**src/rtl/gpio_cfg_pkg.sv**
```systemverilog
/*
 * Shared constants for the link pin configuration block: register offsets,
 * field positions, reset values, mode codes and the mode decoder.
 * Assumes an 8-bit register port addressed by printed byte offsets.
 */
package gpio_cfg_pkg;

    localparam int ADDR_W = 8;
    localparam int DATA_W = 8;
    localparam int PIN_N = 3;
    localparam int SET_N = 2;

    // Register offsets
    localparam logic [7:0] OFF_CONTROL = 8'h04;
    localparam logic [7:0] OFF_GEN_STATUS = 8'h0c;
    localparam logic [7:0] OFF_PIN0_CFG = 8'h0d;
    localparam logic [7:0] OFF_PIN12_CFG = 8'h0e;
    localparam logic [7:0] OFF_PIN_INPUT = 8'h1f;

    // Field positions
    localparam int CTRL_PORT_SEL_BIT = 0;
    localparam int CTRL_ERR_RESET_BIT = 5;
    localparam int STAT_LINK_DETECT_BIT = 0;
    localparam int STAT_LINK_LOST_BIT = 4;
    localparam int CFG_OUT_VAL_BIT = 3;
    localparam int CFG_NIBBLE_W = 4;
    localparam int CFG_HI_NIBBLE_LSB = 4;

    // Values after reset
    localparam logic [3:0] CFG_RESET = 4'h0;
    localparam logic [7:0] RDATA_RESET = 8'h00;
    localparam logic PORT_SEL_RESET = 1'b0;

    // Revision field value is arbitrary
    localparam logic [3:0] REVISION_DEFAULT = 4'h1;

    // Full mode codes; the first two roles only look at the low two bits
    localparam logic [1:0] MODE_LO_FUNC = 2'h0;
    localparam logic [1:0] MODE_LO_HIZ = 2'h2;
    localparam logic [2:0] MODE_OUT = 3'h1;
    localparam logic [2:0] MODE_IN = 3'h3;
    localparam logic [2:0] MODE_RHOLD = 3'h5;
    localparam logic [2:0] MODE_RDEF = 3'h7;

    typedef enum logic [2:0] {
        ROLE_FUNC = 3'b000,
        ROLE_HIZ = 3'b001,
        ROLE_OUT = 3'b010,
        ROLE_IN = 3'b011,
        ROLE_RHOLD = 3'b100,
        ROLE_RDEF = 3'b101
    } pin_role_e;

    // Mode field to pin role
    function automatic pin_role_e decode_mode(input logic [2:0] mode);
        pin_role_e role;
        role = ROLE_FUNC;
        if (mode[1:0] == MODE_LO_FUNC) begin
            role = ROLE_FUNC;
        end else if (mode[1:0] == MODE_LO_HIZ) begin
            role = ROLE_HIZ;
        end else if (mode == MODE_OUT) begin
            role = ROLE_OUT;
        end else if (mode == MODE_IN) begin
            role = ROLE_IN;
        end else if (mode == MODE_RHOLD) begin
            role = ROLE_RHOLD;
        end else begin
            role = ROLE_RDEF;
        end
        return role;
    endfunction : decode_mode

endpackage : gpio_cfg_pkg

```
**src/rtl/gpio_pin_ctrl.sv**
```systemverilog
/*
 * One configurable pin: turns a mode field and an output value bit into
 * pin drive, enable, functional input and input status, all registered.
 * Assumes remote value and link state are synchronous to core_clk.
 */
`timescale 1ns/1ps
module gpio_pin_ctrl
    import gpio_cfg_pkg::*;
(
    input wire logic core_clk,
    input wire logic srst,
    input wire logic [2:0] mode,
    input wire logic out_val,
    input wire logic remote_val,
    input wire logic link_up,
    input wire logic pin_in,
    output logic pin_out,
    output logic pin_oe,
    output logic func_in,
    output logic in_status
);

    logic pin_out_q, pin_out_d;
    logic pin_oe_q, pin_oe_d;
    logic held_q, held_d;
    logic func_q, func_d;
    logic in_q, in_d;
    pin_role_e role;

    // Next drive from the decoded role
    always_comb begin
        role = decode_mode(mode);
        held_d = link_up ? remote_val : held_q; // Last value seen on link
        pin_out_d = 1'b0;
        pin_oe_d = 1'b0;
        func_d = 1'b0;
        in_d = pin_in;
        unique case (role)
            ROLE_FUNC: begin
                func_d = pin_in;
            end
            ROLE_HIZ: begin
                pin_oe_d = 1'b0;
            end
            ROLE_OUT: begin
                pin_oe_d = 1'b1;
                pin_out_d = out_val;
            end
            ROLE_IN: begin
                pin_oe_d = 1'b0;
            end
            ROLE_RHOLD: begin
                pin_oe_d = 1'b1;
                pin_out_d = link_up ? remote_val : held_q;
            end
            ROLE_RDEF: begin
                pin_oe_d = 1'b1;
                pin_out_d = link_up ? remote_val : out_val;
            end
        endcase
    end

    // Registers; reset leaves the pin undriven
    always_ff @(posedge core_clk) begin
        if (srst) begin
            pin_out_q <= 1'b0;
            pin_oe_q <= 1'b0;
            held_q <= 1'b0;
            func_q <= 1'b0;
            in_q <= 1'b0;
        end else begin
            pin_out_q <= pin_out_d;
            pin_oe_q <= pin_oe_d;
            held_q <= held_d;
            func_q <= func_d;
            in_q <= in_d;
        end
    end

    assign pin_out = pin_out_q;
    assign pin_oe = pin_oe_q;
    assign func_in = func_q;
    assign in_status = in_q;

endmodule : gpio_pin_ctrl

```
**src/rtl/link_gpio_mode_config.sv**
```systemverilog
/*
 * Pin configuration registers for a serial-link bridge: three pins on the
 * primary set and three on the second set, with remote-driven modes and a
 * sticky link-lost flag per port.
 * Assumes a plain register port with read data one cycle after the strobe,
 * and link state and remote pin values synchronous to core_clk.
 * The error reset clears the lost flags of both ports; the CRC and BIST
 * bits of the status byte are not kept and read 0. Reads and writes
 * follow the port select, except the pin input byte, which shows both.
 */
`timescale 1ns/1ps

// Overview of operation
// - Local output bit drives pin in output mode
// - Decode mode field into six pin roles
// - Mode 101 drives remote value, holds on loss
// - Mode 111 drives remote value, local on loss
// - Port select steers config writes to second set
// - Sticky link-lost flag cleared by error reset
module link_gpio_mode_config
    import gpio_cfg_pkg::*;
(
    input wire logic core_clk,
    input wire logic srst,
    // Register port
    input wire logic [gpio_cfg_pkg::ADDR_W-1:0] reg_addr,
    input wire logic [gpio_cfg_pkg::DATA_W-1:0] reg_wdata,
    input wire logic reg_wr,
    input wire logic reg_rd,
    output logic [gpio_cfg_pkg::DATA_W-1:0] reg_rdata,
    // Link presence and remote values from the far end
    input wire logic link0_up,
    input wire logic link1_up,
    input wire logic [gpio_cfg_pkg::PIN_N-1:0] remote0_val,
    input wire logic [gpio_cfg_pkg::PIN_N-1:0] remote1_val,
    // Primary pin set
    input wire logic [gpio_cfg_pkg::PIN_N-1:0] local_pin_in,
    output logic [gpio_cfg_pkg::PIN_N-1:0] local_pin_out,
    output logic [gpio_cfg_pkg::PIN_N-1:0] local_pin_oe,
    // Second pin set
    input wire logic [gpio_cfg_pkg::PIN_N-1:0] second_set_pin_in,
    output logic [gpio_cfg_pkg::PIN_N-1:0] second_set_pin_out,
    output logic [gpio_cfg_pkg::PIN_N-1:0] second_set_pin_oe,
    // Functional input paths, zero unless the pin is in that mode
    output logic [gpio_cfg_pkg::PIN_N-1:0] local_func_in,
    output logic [gpio_cfg_pkg::PIN_N-1:0] second_set_func_in
);

    import gpio_cfg_pkg::*;

    // Config nibbles indexed by set then pin: {out_val, mode[2:0]}
    logic [SET_N-1:0][PIN_N-1:0][3:0] cfg_q, cfg_d;
    logic second_port_select_q, second_port_select_d;
    logic [SET_N-1:0] lost_q, lost_d;
    logic [SET_N-1:0] link_prev_q, link_prev_d;
    logic [DATA_W-1:0] rdata_q, rdata_d;

    // Per-set views of links, remote values and pin inputs
    logic [SET_N-1:0] link_up;
    logic [SET_N-1:0][PIN_N-1:0] remote_val;
    logic [SET_N-1:0][PIN_N-1:0] pin_in_all;
    // Outputs of the pin controllers, by set then pin
    logic [SET_N-1:0][PIN_N-1:0] pin_out_all;
    logic [SET_N-1:0][PIN_N-1:0] pin_oe_all;
    logic [SET_N-1:0][PIN_N-1:0] func_all;
    logic [SET_N-1:0][PIN_N-1:0] in_stat_all;
    logic sel;
    logic err_reset;

    // Pack the two pin sets so one loop serves both
    assign link_up = {link1_up, link0_up};
    assign remote_val = {remote1_val, remote0_val};
    assign pin_in_all = {second_set_pin_in, local_pin_in};
    assign local_pin_out = pin_out_all[0];
    assign local_pin_oe = pin_oe_all[0];
    assign second_set_pin_out = pin_out_all[1];
    assign second_set_pin_oe = pin_oe_all[1];
    assign local_func_in = func_all[0];
    assign second_set_func_in = func_all[1];

    // Software view follows the selected set, except the pin input byte
    assign sel = second_port_select_q;
    assign err_reset = reg_wr && (reg_addr == OFF_CONTROL) &&
                       reg_wdata[CTRL_ERR_RESET_BIT];

    // One controller per pin of each set
    for (genvar s = 0; s < SET_N; s++) begin : g_set
        for (genvar p = 0; p < PIN_N; p++) begin : g_pin
            gpio_pin_ctrl u_pin (
                .core_clk(core_clk),
                .srst(srst),
                .mode(cfg_q[s][p][2:0]),
                .out_val(cfg_q[s][p][CFG_OUT_VAL_BIT]),
                .remote_val(remote_val[s][p]),
                .link_up(link_up[s]),
                .pin_in(pin_in_all[s][p]),
                .pin_out(pin_out_all[s][p]),
                .pin_oe(pin_oe_all[s][p]),
                .func_in(func_all[s][p]),
                .in_status(in_stat_all[s][p])
            );
        end
    end

    // Config writes land in whichever set the port select points at
    always_comb begin
        cfg_d = cfg_q;
        second_port_select_d = second_port_select_q;

        // Writes never stall; one strobe updates one register
        if (reg_wr) begin
            unique case (reg_addr)
                // Control write also carries the error reset strobe
                OFF_CONTROL: begin
                    second_port_select_d = reg_wdata[CTRL_PORT_SEL_BIT];
                end
                // Revision half of this byte is read-only
                OFF_PIN0_CFG: begin
                    cfg_d[sel][0] = reg_wdata[3:0];
                end
                // Pin 1 in the low nibble, pin 2 in the high one
                OFF_PIN12_CFG: begin
                    cfg_d[sel][1] = reg_wdata[3:0];
                    cfg_d[sel][2] = reg_wdata[7:4];
                end
                default: begin
                    // Unmapped or read-only offsets ignore writes
                end
            endcase
        end
    end

    // Config registers; every pin starts as functional input, value low
    always_ff @(posedge core_clk) begin
        if (srst) begin
            for (int s = 0; s < SET_N; s++) begin
                for (int p = 0; p < PIN_N; p++) begin
                    cfg_q[s][p] <= CFG_RESET;
                end
            end
            second_port_select_q <= PORT_SEL_RESET;
        end else begin
            cfg_q <= cfg_d;
            second_port_select_q <= second_port_select_d;
        end
    end

    // Loss is a registered falling edge of link presence, per port
    always_comb begin
        link_prev_d = link_up;
        lost_d = lost_q;

        // Error reset clears both ports; a new loss still wins
        if (err_reset) begin
            lost_d = '0;
        end
        // Only a 1-to-0 step counts; a link never up sets nothing
        for (int s = 0; s < SET_N; s++) begin
            if (link_prev_q[s] && !link_up[s]) begin
                lost_d[s] = 1'b1;
            end
        end
    end

    // Link-lost flags and the previous link level
    always_ff @(posedge core_clk) begin
        if (srst) begin
            lost_q <= '0;
            // Treat link as down so a dead link at reset sets no flag
            link_prev_q <= '0;
        end else begin
            lost_q <= lost_d;
            link_prev_q <= link_prev_d;
        end
    end

    // Read mux; data stands for one cycle and is zero otherwise
    always_comb begin
        rdata_d = RDATA_RESET;

        if (reg_rd) begin
            unique case (reg_addr)
                // Error reset bit always reads back as zero
                OFF_CONTROL: begin
                    rdata_d[CTRL_PORT_SEL_BIT] = second_port_select_q;
                end
                // Status of the selected port; CRC and BIST bits read 0
                OFF_GEN_STATUS: begin
                    rdata_d[STAT_LINK_LOST_BIT] = lost_q[sel];
                    rdata_d[STAT_LINK_DETECT_BIT] = link_up[sel];
                end
                // Revision sits above the pin 0 nibble
                OFF_PIN0_CFG: begin
                    rdata_d = {REVISION_DEFAULT, cfg_q[sel][0]};
                end
                // Same nibble order as on write
                OFF_PIN12_CFG: begin
                    rdata_d = {cfg_q[sel][2], cfg_q[sel][1]};
                end
                // Both sets at once, so no port select is needed here
                OFF_PIN_INPUT: begin
                    rdata_d = {2'h0, in_stat_all[1], in_stat_all[0]};
                end
                default: begin
                    rdata_d = RDATA_RESET; // Unmapped reads give zero
                end
            endcase
        end
    end

    // Read data register; cleared between reads so stale data never shows
    always_ff @(posedge core_clk) begin
        if (srst) begin
            rdata_q <= RDATA_RESET;
        end else begin
            rdata_q <= rdata_d;
        end
    end

    // Read data straight from its register
    assign reg_rdata = rdata_q;

endmodule : link_gpio_mode_config

```
**config.mk**
```make
export PLATFORM = sky130hd
export DESIGN_NAME = link_gpio_mode_config
export DESIGN_NICKNAME = d
export VERILOG_FILES = /design/src/rtl/gpio_cfg_pkg.sv /design/src/rtl/gpio_pin_ctrl.sv /design/src/rtl/link_gpio_mode_config.sv
export SDC_FILE = /design/constraint.sdc
export NUM_CORES = 1
export LEC_CHECK = 0
export ABC_AREA = 1
export BUFFER_PORTS_ARGS = -buffer_cell sky130_fd_sc_hd__clkbuf_2
export CORE_ASPECT_RATIO = 1.2
export CORE_UTILIZATION = 50
export CTS_BUF_LIST = sky130_fd_sc_hd__clkbuf_4 sky130_fd_sc_hd__clkbuf_8 sky130_fd_sc_hd__clkbuf_16
export CTS_CLUSTER_SIZE = 25
export DETAILED_ROUTE_END_ITERATION = 8
export PLACE_DENSITY = 0.73
export SLEW_MARGIN = 20
export SYNTH_ARGS = -nofsm -noshare
export SYNTH_HDL_FRONTEND = slang
export SYNTH_SLANG_ARGS = --single-unit
```
**constraint.sdc**
```tcl
create_clock -name core_clk -period 2.6 [get_ports core_clk]
set_input_delay 0.26 -clock core_clk [delete_from_list [all_inputs] [get_ports core_clk]]
set_output_delay 0.26 -clock core_clk [all_outputs]
set_load 0.05 [all_outputs]
```
# [Word level (Yosys, flattened, before mapping)]
# Cells that the tools add are included.
[totals] output_inout_bits=26 elab_cells=211 regBits=67
[op_classes] n_eq_ne=47 reduce_logical=37 order_cmp=2 mux=77 bitwise=7
[ops] op="bitwise mux 24 bit" count=3
[ops] op="two-way mux 3 bit" count=24
[ops] op="equality test 3 bit (second input constant)" count=18
[ops] op="one-hot mux 24 bit (2 select lines)" count=1
[ops] op="demux 12 bit (select 1 bit)" count=3
[ops] op="equality test 3 x 2 -> 1 bit (second input constant)" count=12
[ops] op="two-way mux 12 bit" count=3
[ops] op="two-way mux 1 bit" count=30
[ops] op="equality test 8 x 4 -> 1 bit (second input constant)" count=3
[ops] op="equality test 3 x 1 -> 1 bit (second input constant)" count=6
[ops] op="logical NOT 3 bit" count=6
[ops] op="one-hot mux 1 bit (3 select lines)" count=6
[ops] op="OR reduction 3 bit" count=6
[ops] op="OR reduction 2 bit" count=7
[ops] op="equality test 2 bit (second input constant)" count=6
[ops] op="logical NOT 2 bit" count=6
[ops] op="one-hot mux 3 bit (3 select lines)" count=1
[ops] op="equality test 8 x 3 -> 1 bit (second input constant)" count=1
[ops] op="equality test 8 x 5 -> 1 bit (second input constant)" count=1
[ops] op="two-way mux 8 bit" count=1
[ops] op="NOT 1 bit" count=7
[ops] op="one-hot mux 3 bit (2 select lines)" count=1
[ops] op="nonzero test 2 bit" count=3
[ops] op="logical AND 1 bit" count=5
[ops] op="other kinds (8)" count=10

# [Depth between registers and ports, before layout]
[depth] depth_word=9 mapped_depth=10

# [Cells and area by module]
# Synthesis repeated with hierarchy kept, for this count alone.
[hier_totals] hier_cells=429 hier_area_um2=2950.3
[by_module_without_submodules] module="link_gpio_mode_config" seq_area_each_um2=740.7 cells_per_inst=273 n_inst=1 area_per_inst_um2=1794.2
[by_module_without_submodules] module="gpio_pin_ctrl" seq_area_each_um2=100.1 cells_per_inst=26 n_inst=6 area_per_inst_um2=192.7

# [Worst setup path after synthesis]
# OpenSTA, ideal clock, no wires.
[synth_path] path_kind="in2reg" start="input port reg_addr[4] (netlist bit)" end="register cfg_q[10] (netlist bit)" arrival_time_ns=1.061 cell_stages=8 path_buffers=0 setup_time_ns=0.116 t_required_ns=2.484 slack_ns=1.423 cell_sequence="inv_1 -> nand2_1 -> nor2_2 -> nand2_4 -> nor2_4 -> nand2_4 -> o21ai_0 -> nor2_1"
[synth_between] elab_chain_len=3 word_cells_on_any_way=5 cone_classes="eq/ne: 2; mux: 1; reduce/logical: 2"
[synth_lines] element="start: declaration" line_no="link_gpio_mode_config.sv:26" rtl="input wire logic [gpio_cfg_pkg::ADDR_W-1:0] reg_addr,"
[synth_lines] element="equality test 8 x 4 -> 1 bit" line_no="link_gpio_mode_config.sv:112" rtl="unique case (reg_addr)"
[synth_lines] element="nonzero test 2 bit (no source line)"
[synth_lines] element="AND reduction 2 bit (no source line)"
[synth_lines] element="end signal: assignment" line_no="link_gpio_mode_config.sv:143" rtl="cfg_q <= cfg_d;"
[synth_lines] element="end: declaration" line_no="link_gpio_mode_config.sv:52" rtl="logic [SET_N-1:0][PIN_N-1:0][3:0] cfg_q, cfg_d;"
# Several ways; a longest one is shown, not always the timed one.
# A chain may end at the register's enable or synchronous reset.

# [Worst setup path after layout]
[layout_path] start="register second_port_select_q" end="register cfg_q[14] (netlist bit)"
[layout_between] elab_chain_len=6 word_cells_on_any_way=11 cone_classes="order compare: 2; mux: 8; reduce/logical: 1"
[layout_lines] element="start: declaration" line_no="link_gpio_mode_config.sv:53" rtl="logic second_port_select_q, second_port_select_d;"
[layout_lines] element="start signal: assignment" line_no="link_gpio_mode_config.sv:144" rtl="second_port_select_q <= second_port_select_d;"
[layout_lines] element="< comparator 1 x 2 -> 1 bit (not written as such) or >= comparator 1 bit (tied branches)" line_no="link_gpio_mode_config.sv:119" rtl="cfg_d[sel][0] = reg_wdata[3:0];"
[layout_lines] element="logical AND 1 bit (not written as such)" line_no="link_gpio_mode_config.sv:119"
[layout_lines] element="two-way mux 4 bit (not written as such)" line_no="link_gpio_mode_config.sv:119"
[layout_lines] element="demux 12 bit (select 1 bit)" line_no="link_gpio_mode_config.sv:119"
[layout_lines] element="bitwise mux 24 bit" line_no="link_gpio_mode_config.sv:119"
[layout_lines] element="one-hot mux 24 bit (2 select lines) *" line_no="link_gpio_mode_config.sv:112"
# Mark *: on every way between the ends. The rest lies on a longest branch, timed or not.

==> metrics.txt <==
Critical Path Slowest Stage Cell=dfxtp_1; yosys warns=0; TritonCTS clock tree=yes; Cell variety after synth=25; Post-route DRC=0; max-capacitance violation count=0; Slew Limit Headroom=0.6828; first-pass GRT wire length=between 10,000 and 15,000 um; Layout Cells excl Fill=549; Routed Antenna Nets=0; mean area per synthesized cell=7.137 um2; fmax=about 800 MHz; Via density=5.047; switching share of power=0.2249; crit path cell chain=buf_4, nand4_1, nand2_1, nand2_1, nor2_1; GRT overflow=0; Final Hold Fails=0; Clock Sinks=67; CP required=2870 ps; Final setup violation count=0; Post-CTS Resized=0; Min Clock Period, post-route=approximately 1200 ps; Post-Syn Area=between 2000 and 3000 um2; CP delay by family, top=simple AND/OR/NAND/NOR gates; Area Growth Syn to Fin=15.63%; GRT Util Overall=0.2282; Setup Fix Bufs, Post-CTS=0; crit path launch=second_port_select_q; worst reg2reg path depth=5; fraction of the yosys area taken by sequential cells=0.4517; Hold Path Class=in -> reg; total CTS buffers=9; Clk pin slew, worst setup/hold paths=70 ps; n_diodes=0; Die H=86.42 um; Adder-Cell Fraction of Synth Area=0; most frequent cells in the layout=92 x nand2_1, 83 x nor2_1, 67 x dfxtp_1; WHS Endpoint=g_set[1].g_pin[1].u_pin.in_status; # fillers=544; status=complete, no violations; Worst-Margin Slew=475.3 ps; final period utilization=0.4776; Die ar.=6252 um2; Root Driver=clkbuf_8; post-synthesis instance total=around 420; starting density of the core=0.5204; sequential share of power=0.495; largest net degree at the start of global routing=28; largest family of logic cells by synthesized area=simple AND/OR/NAND/NOR gates; HPWL Detailed=5050 um; synthesized-area fraction occupied by and/or/nand/nor cells=0.3359; Post-Synth XOR/XNOR Area=0; PwrDens=618.2 nW/um2; Slew Limit Fails=0; number of DRC markers in iteration 0=153; layout cell share with drive strength beyond 1=0.1962; Core Box Area=about 5700 um2; Bufs and invs on worst path=1; RR Startpoint=second_port_select_q; Die W=about 72 um; CTS Hold Bufs=0; critical path startpoint category=register; clk buf depth=2; Post-DP Area=3217 um2; Max rail drop VDD=a little over 500 uV; CP max stage delay=about 350 ps; WHS Path Cells=3; most common cell after layout, fill and taps aside=nand2_1; nets=498; Worst-Skew Late Latency=330 ps; power share of the combinational group=0.063; final non-filler cell area=3433 um2; drt wl/cell=12.22 um; critical path type=reg -> reg; GP Congestion=0.8811; io pins=60; crit path max fanout=15; mux share of post-synthesis cell area=0; Clock Power Share=0.442; RSZ-0062 raised after global routing=false; vias in the first global route=roughly 2,400; leakage=1.608 nW; IO buf count=between 50 and 60; Yosys reg bits=67; element type at the critical path end=register; worst hold start=second_set_pin_in[1]; Synth Area in Compound Gates=0.09861; Total Wirelength=~6700 um; RR Endpoint=cfg_q[14]; r2r setup slk=1360 ps; Worst Skew=9.505 ps; syn_nets=450; Rows=30; dpl cells=between 500 and 600; Pint=roughly 0.0016 W; Net Switching=0.0004773 W; TritonRoute pass-1 iters=7; data arrival time of the critical path=1510 ps; H-tree levels=3; initial antenna violation count=0; CP most frequent cell=nand2_1; setup_tns=0 ps; vias post-DR=2,771
[layout make-up]
| cell class | instances | area [um2] | area share |
|---|---|---|---|
| multi-input combinational | 282 | 1290 | 0.3757 |
| timing repair buffer | 62 | 317.8 | 0.09257 |
| clock buffer | 11 | 138.9 | 0.04045 |
| sequential | 67 | 1341 | 0.3907 |
| inverter | 42 | 167.7 | 0.04883 |
| clock inverter | 5 | 77.57 | 0.02259 |
| tap | 80 | 100.1 | 0.02915 |
[per-stage QoR]
step / setup slack, ps / hold slack, ps / power, W / utilization
floorplan: 1423 / 384.6 / 0.001155 / -
global placement: 1094 / 440.4 / 0.001205 / 0.5638
detailed placement: 1054 / 452.0 / 0.001207 / 0.5638
CTS: 1359 / 137.1 / 0.002132 / 0.6018
global route: 1207 / 147.9 / 0.002202 / 0.6018
finish: 1358 / 141.8 / 0.002122 / 0.6018
[power by group through the flow]
stage / sequential, W / clock [W] / combinational, W
CTS: 0.00105 / 0.000948 / 0.000133
finish: 0.00105 / 0.000938 / 0.000134
global placement: 0.00107 / 0 / 0.000131
floorplan: 0.00107 / 0 / 0.0000830
global route: 0.00105 / 0.00100 / 0.000148
detailed placement: 0.00107 / 0 / 0.000132
[per-layer routing]
| layer | wire (um) | global-route usage |
|---|---|---|
| met3 | 366 | 0.03721 |
| met2 | 3258 | 0.3857 |
| met1 | 2984 | 0.2907 |
| met5 | 0 | 0 |
| met4 | 102 | 0.08556 |
[synthesized netlist by cell type]
| cell | count | area share |
|---|---|---|
| a211oi_1 | 3 | 0.0076 |
| a21boi_0 | 4 | 0.010 |
| a21oi_1 | 17 | 0.029 |
| buf_1 | 2 | 0.0025 |
| buf_2 | 1 | 0.0017 |
| buf_4 | 20 | 0.051 |
| clkbuf_1 | 2 | 0.0025 |
| clkinv_4 | 2 | 0.0059 |
| dfxtp_1 | 67 | 0.45 |
| inv_1 | 39 | 0.049 |
| inv_2 | 1 | 0.0013 |
| nand2_1 | 92 | 0.12 |
| nand2_2 | 2 | 0.0042 |
| nand2_4 | 3 | 0.011 |
| nand3_1 | 26 | 0.044 |
| nand3b_1 | 4 | 0.010 |
| nand4_1 | 7 | 0.015 |
| nor2_1 | 83 | 0.10 |
| nor2_2 | 1 | 0.0021 |
| nor2_4 | 3 | 0.011 |
| nor4_1 | 6 | 0.013 |
| o2111ai_1 | 2 | 0.0059 |
| o211ai_1 | 1 | 0.0025 |
| o21ai_0 | 26 | 0.044 |
| or2_2 | 2 | 0.0042 |
[tightest hold or removal path, delay by kind of cell]
family / cells / cell delay [ps]
and+or+nand+nor: 1 / 40
buffers and inverters: 2 / 140
[registers in the layout, indices dropped and copies added, names as in the netlist]
register	cells
reg_rdata	8
g_set.g_pin.u_pin.in_status	6
g_set.g_pin.u_pin.pin_oe	6
cfg_q	24
g_set.g_pin.u_pin.held_q	6
g_set.g_pin.u_pin.pin_out	6
lost_q	2
link_prev_q	2
g_set.g_pin.u_pin.func_in	6
second_port_select_q	1
[kinds of logic after synthesis]
group,after synthesis
AND/OR/NAND/NOR,229
flip-flops,67
buffers and inverters,67
AO/OA/AOI/OAI,53
[how the worst max path moves through the flow]
stage                            to  depth (start not counted)
final                     cfg_q[14]                          5
after global routing      cfg_q[18]                          8
after CTS                 cfg_q[14]                          5
after detailed placement  cfg_q[16]                          9
after global placement     cfg_q[3]                          7
after floorplan           cfg_q[10]                          8
(Power assumes the default switching activity.)
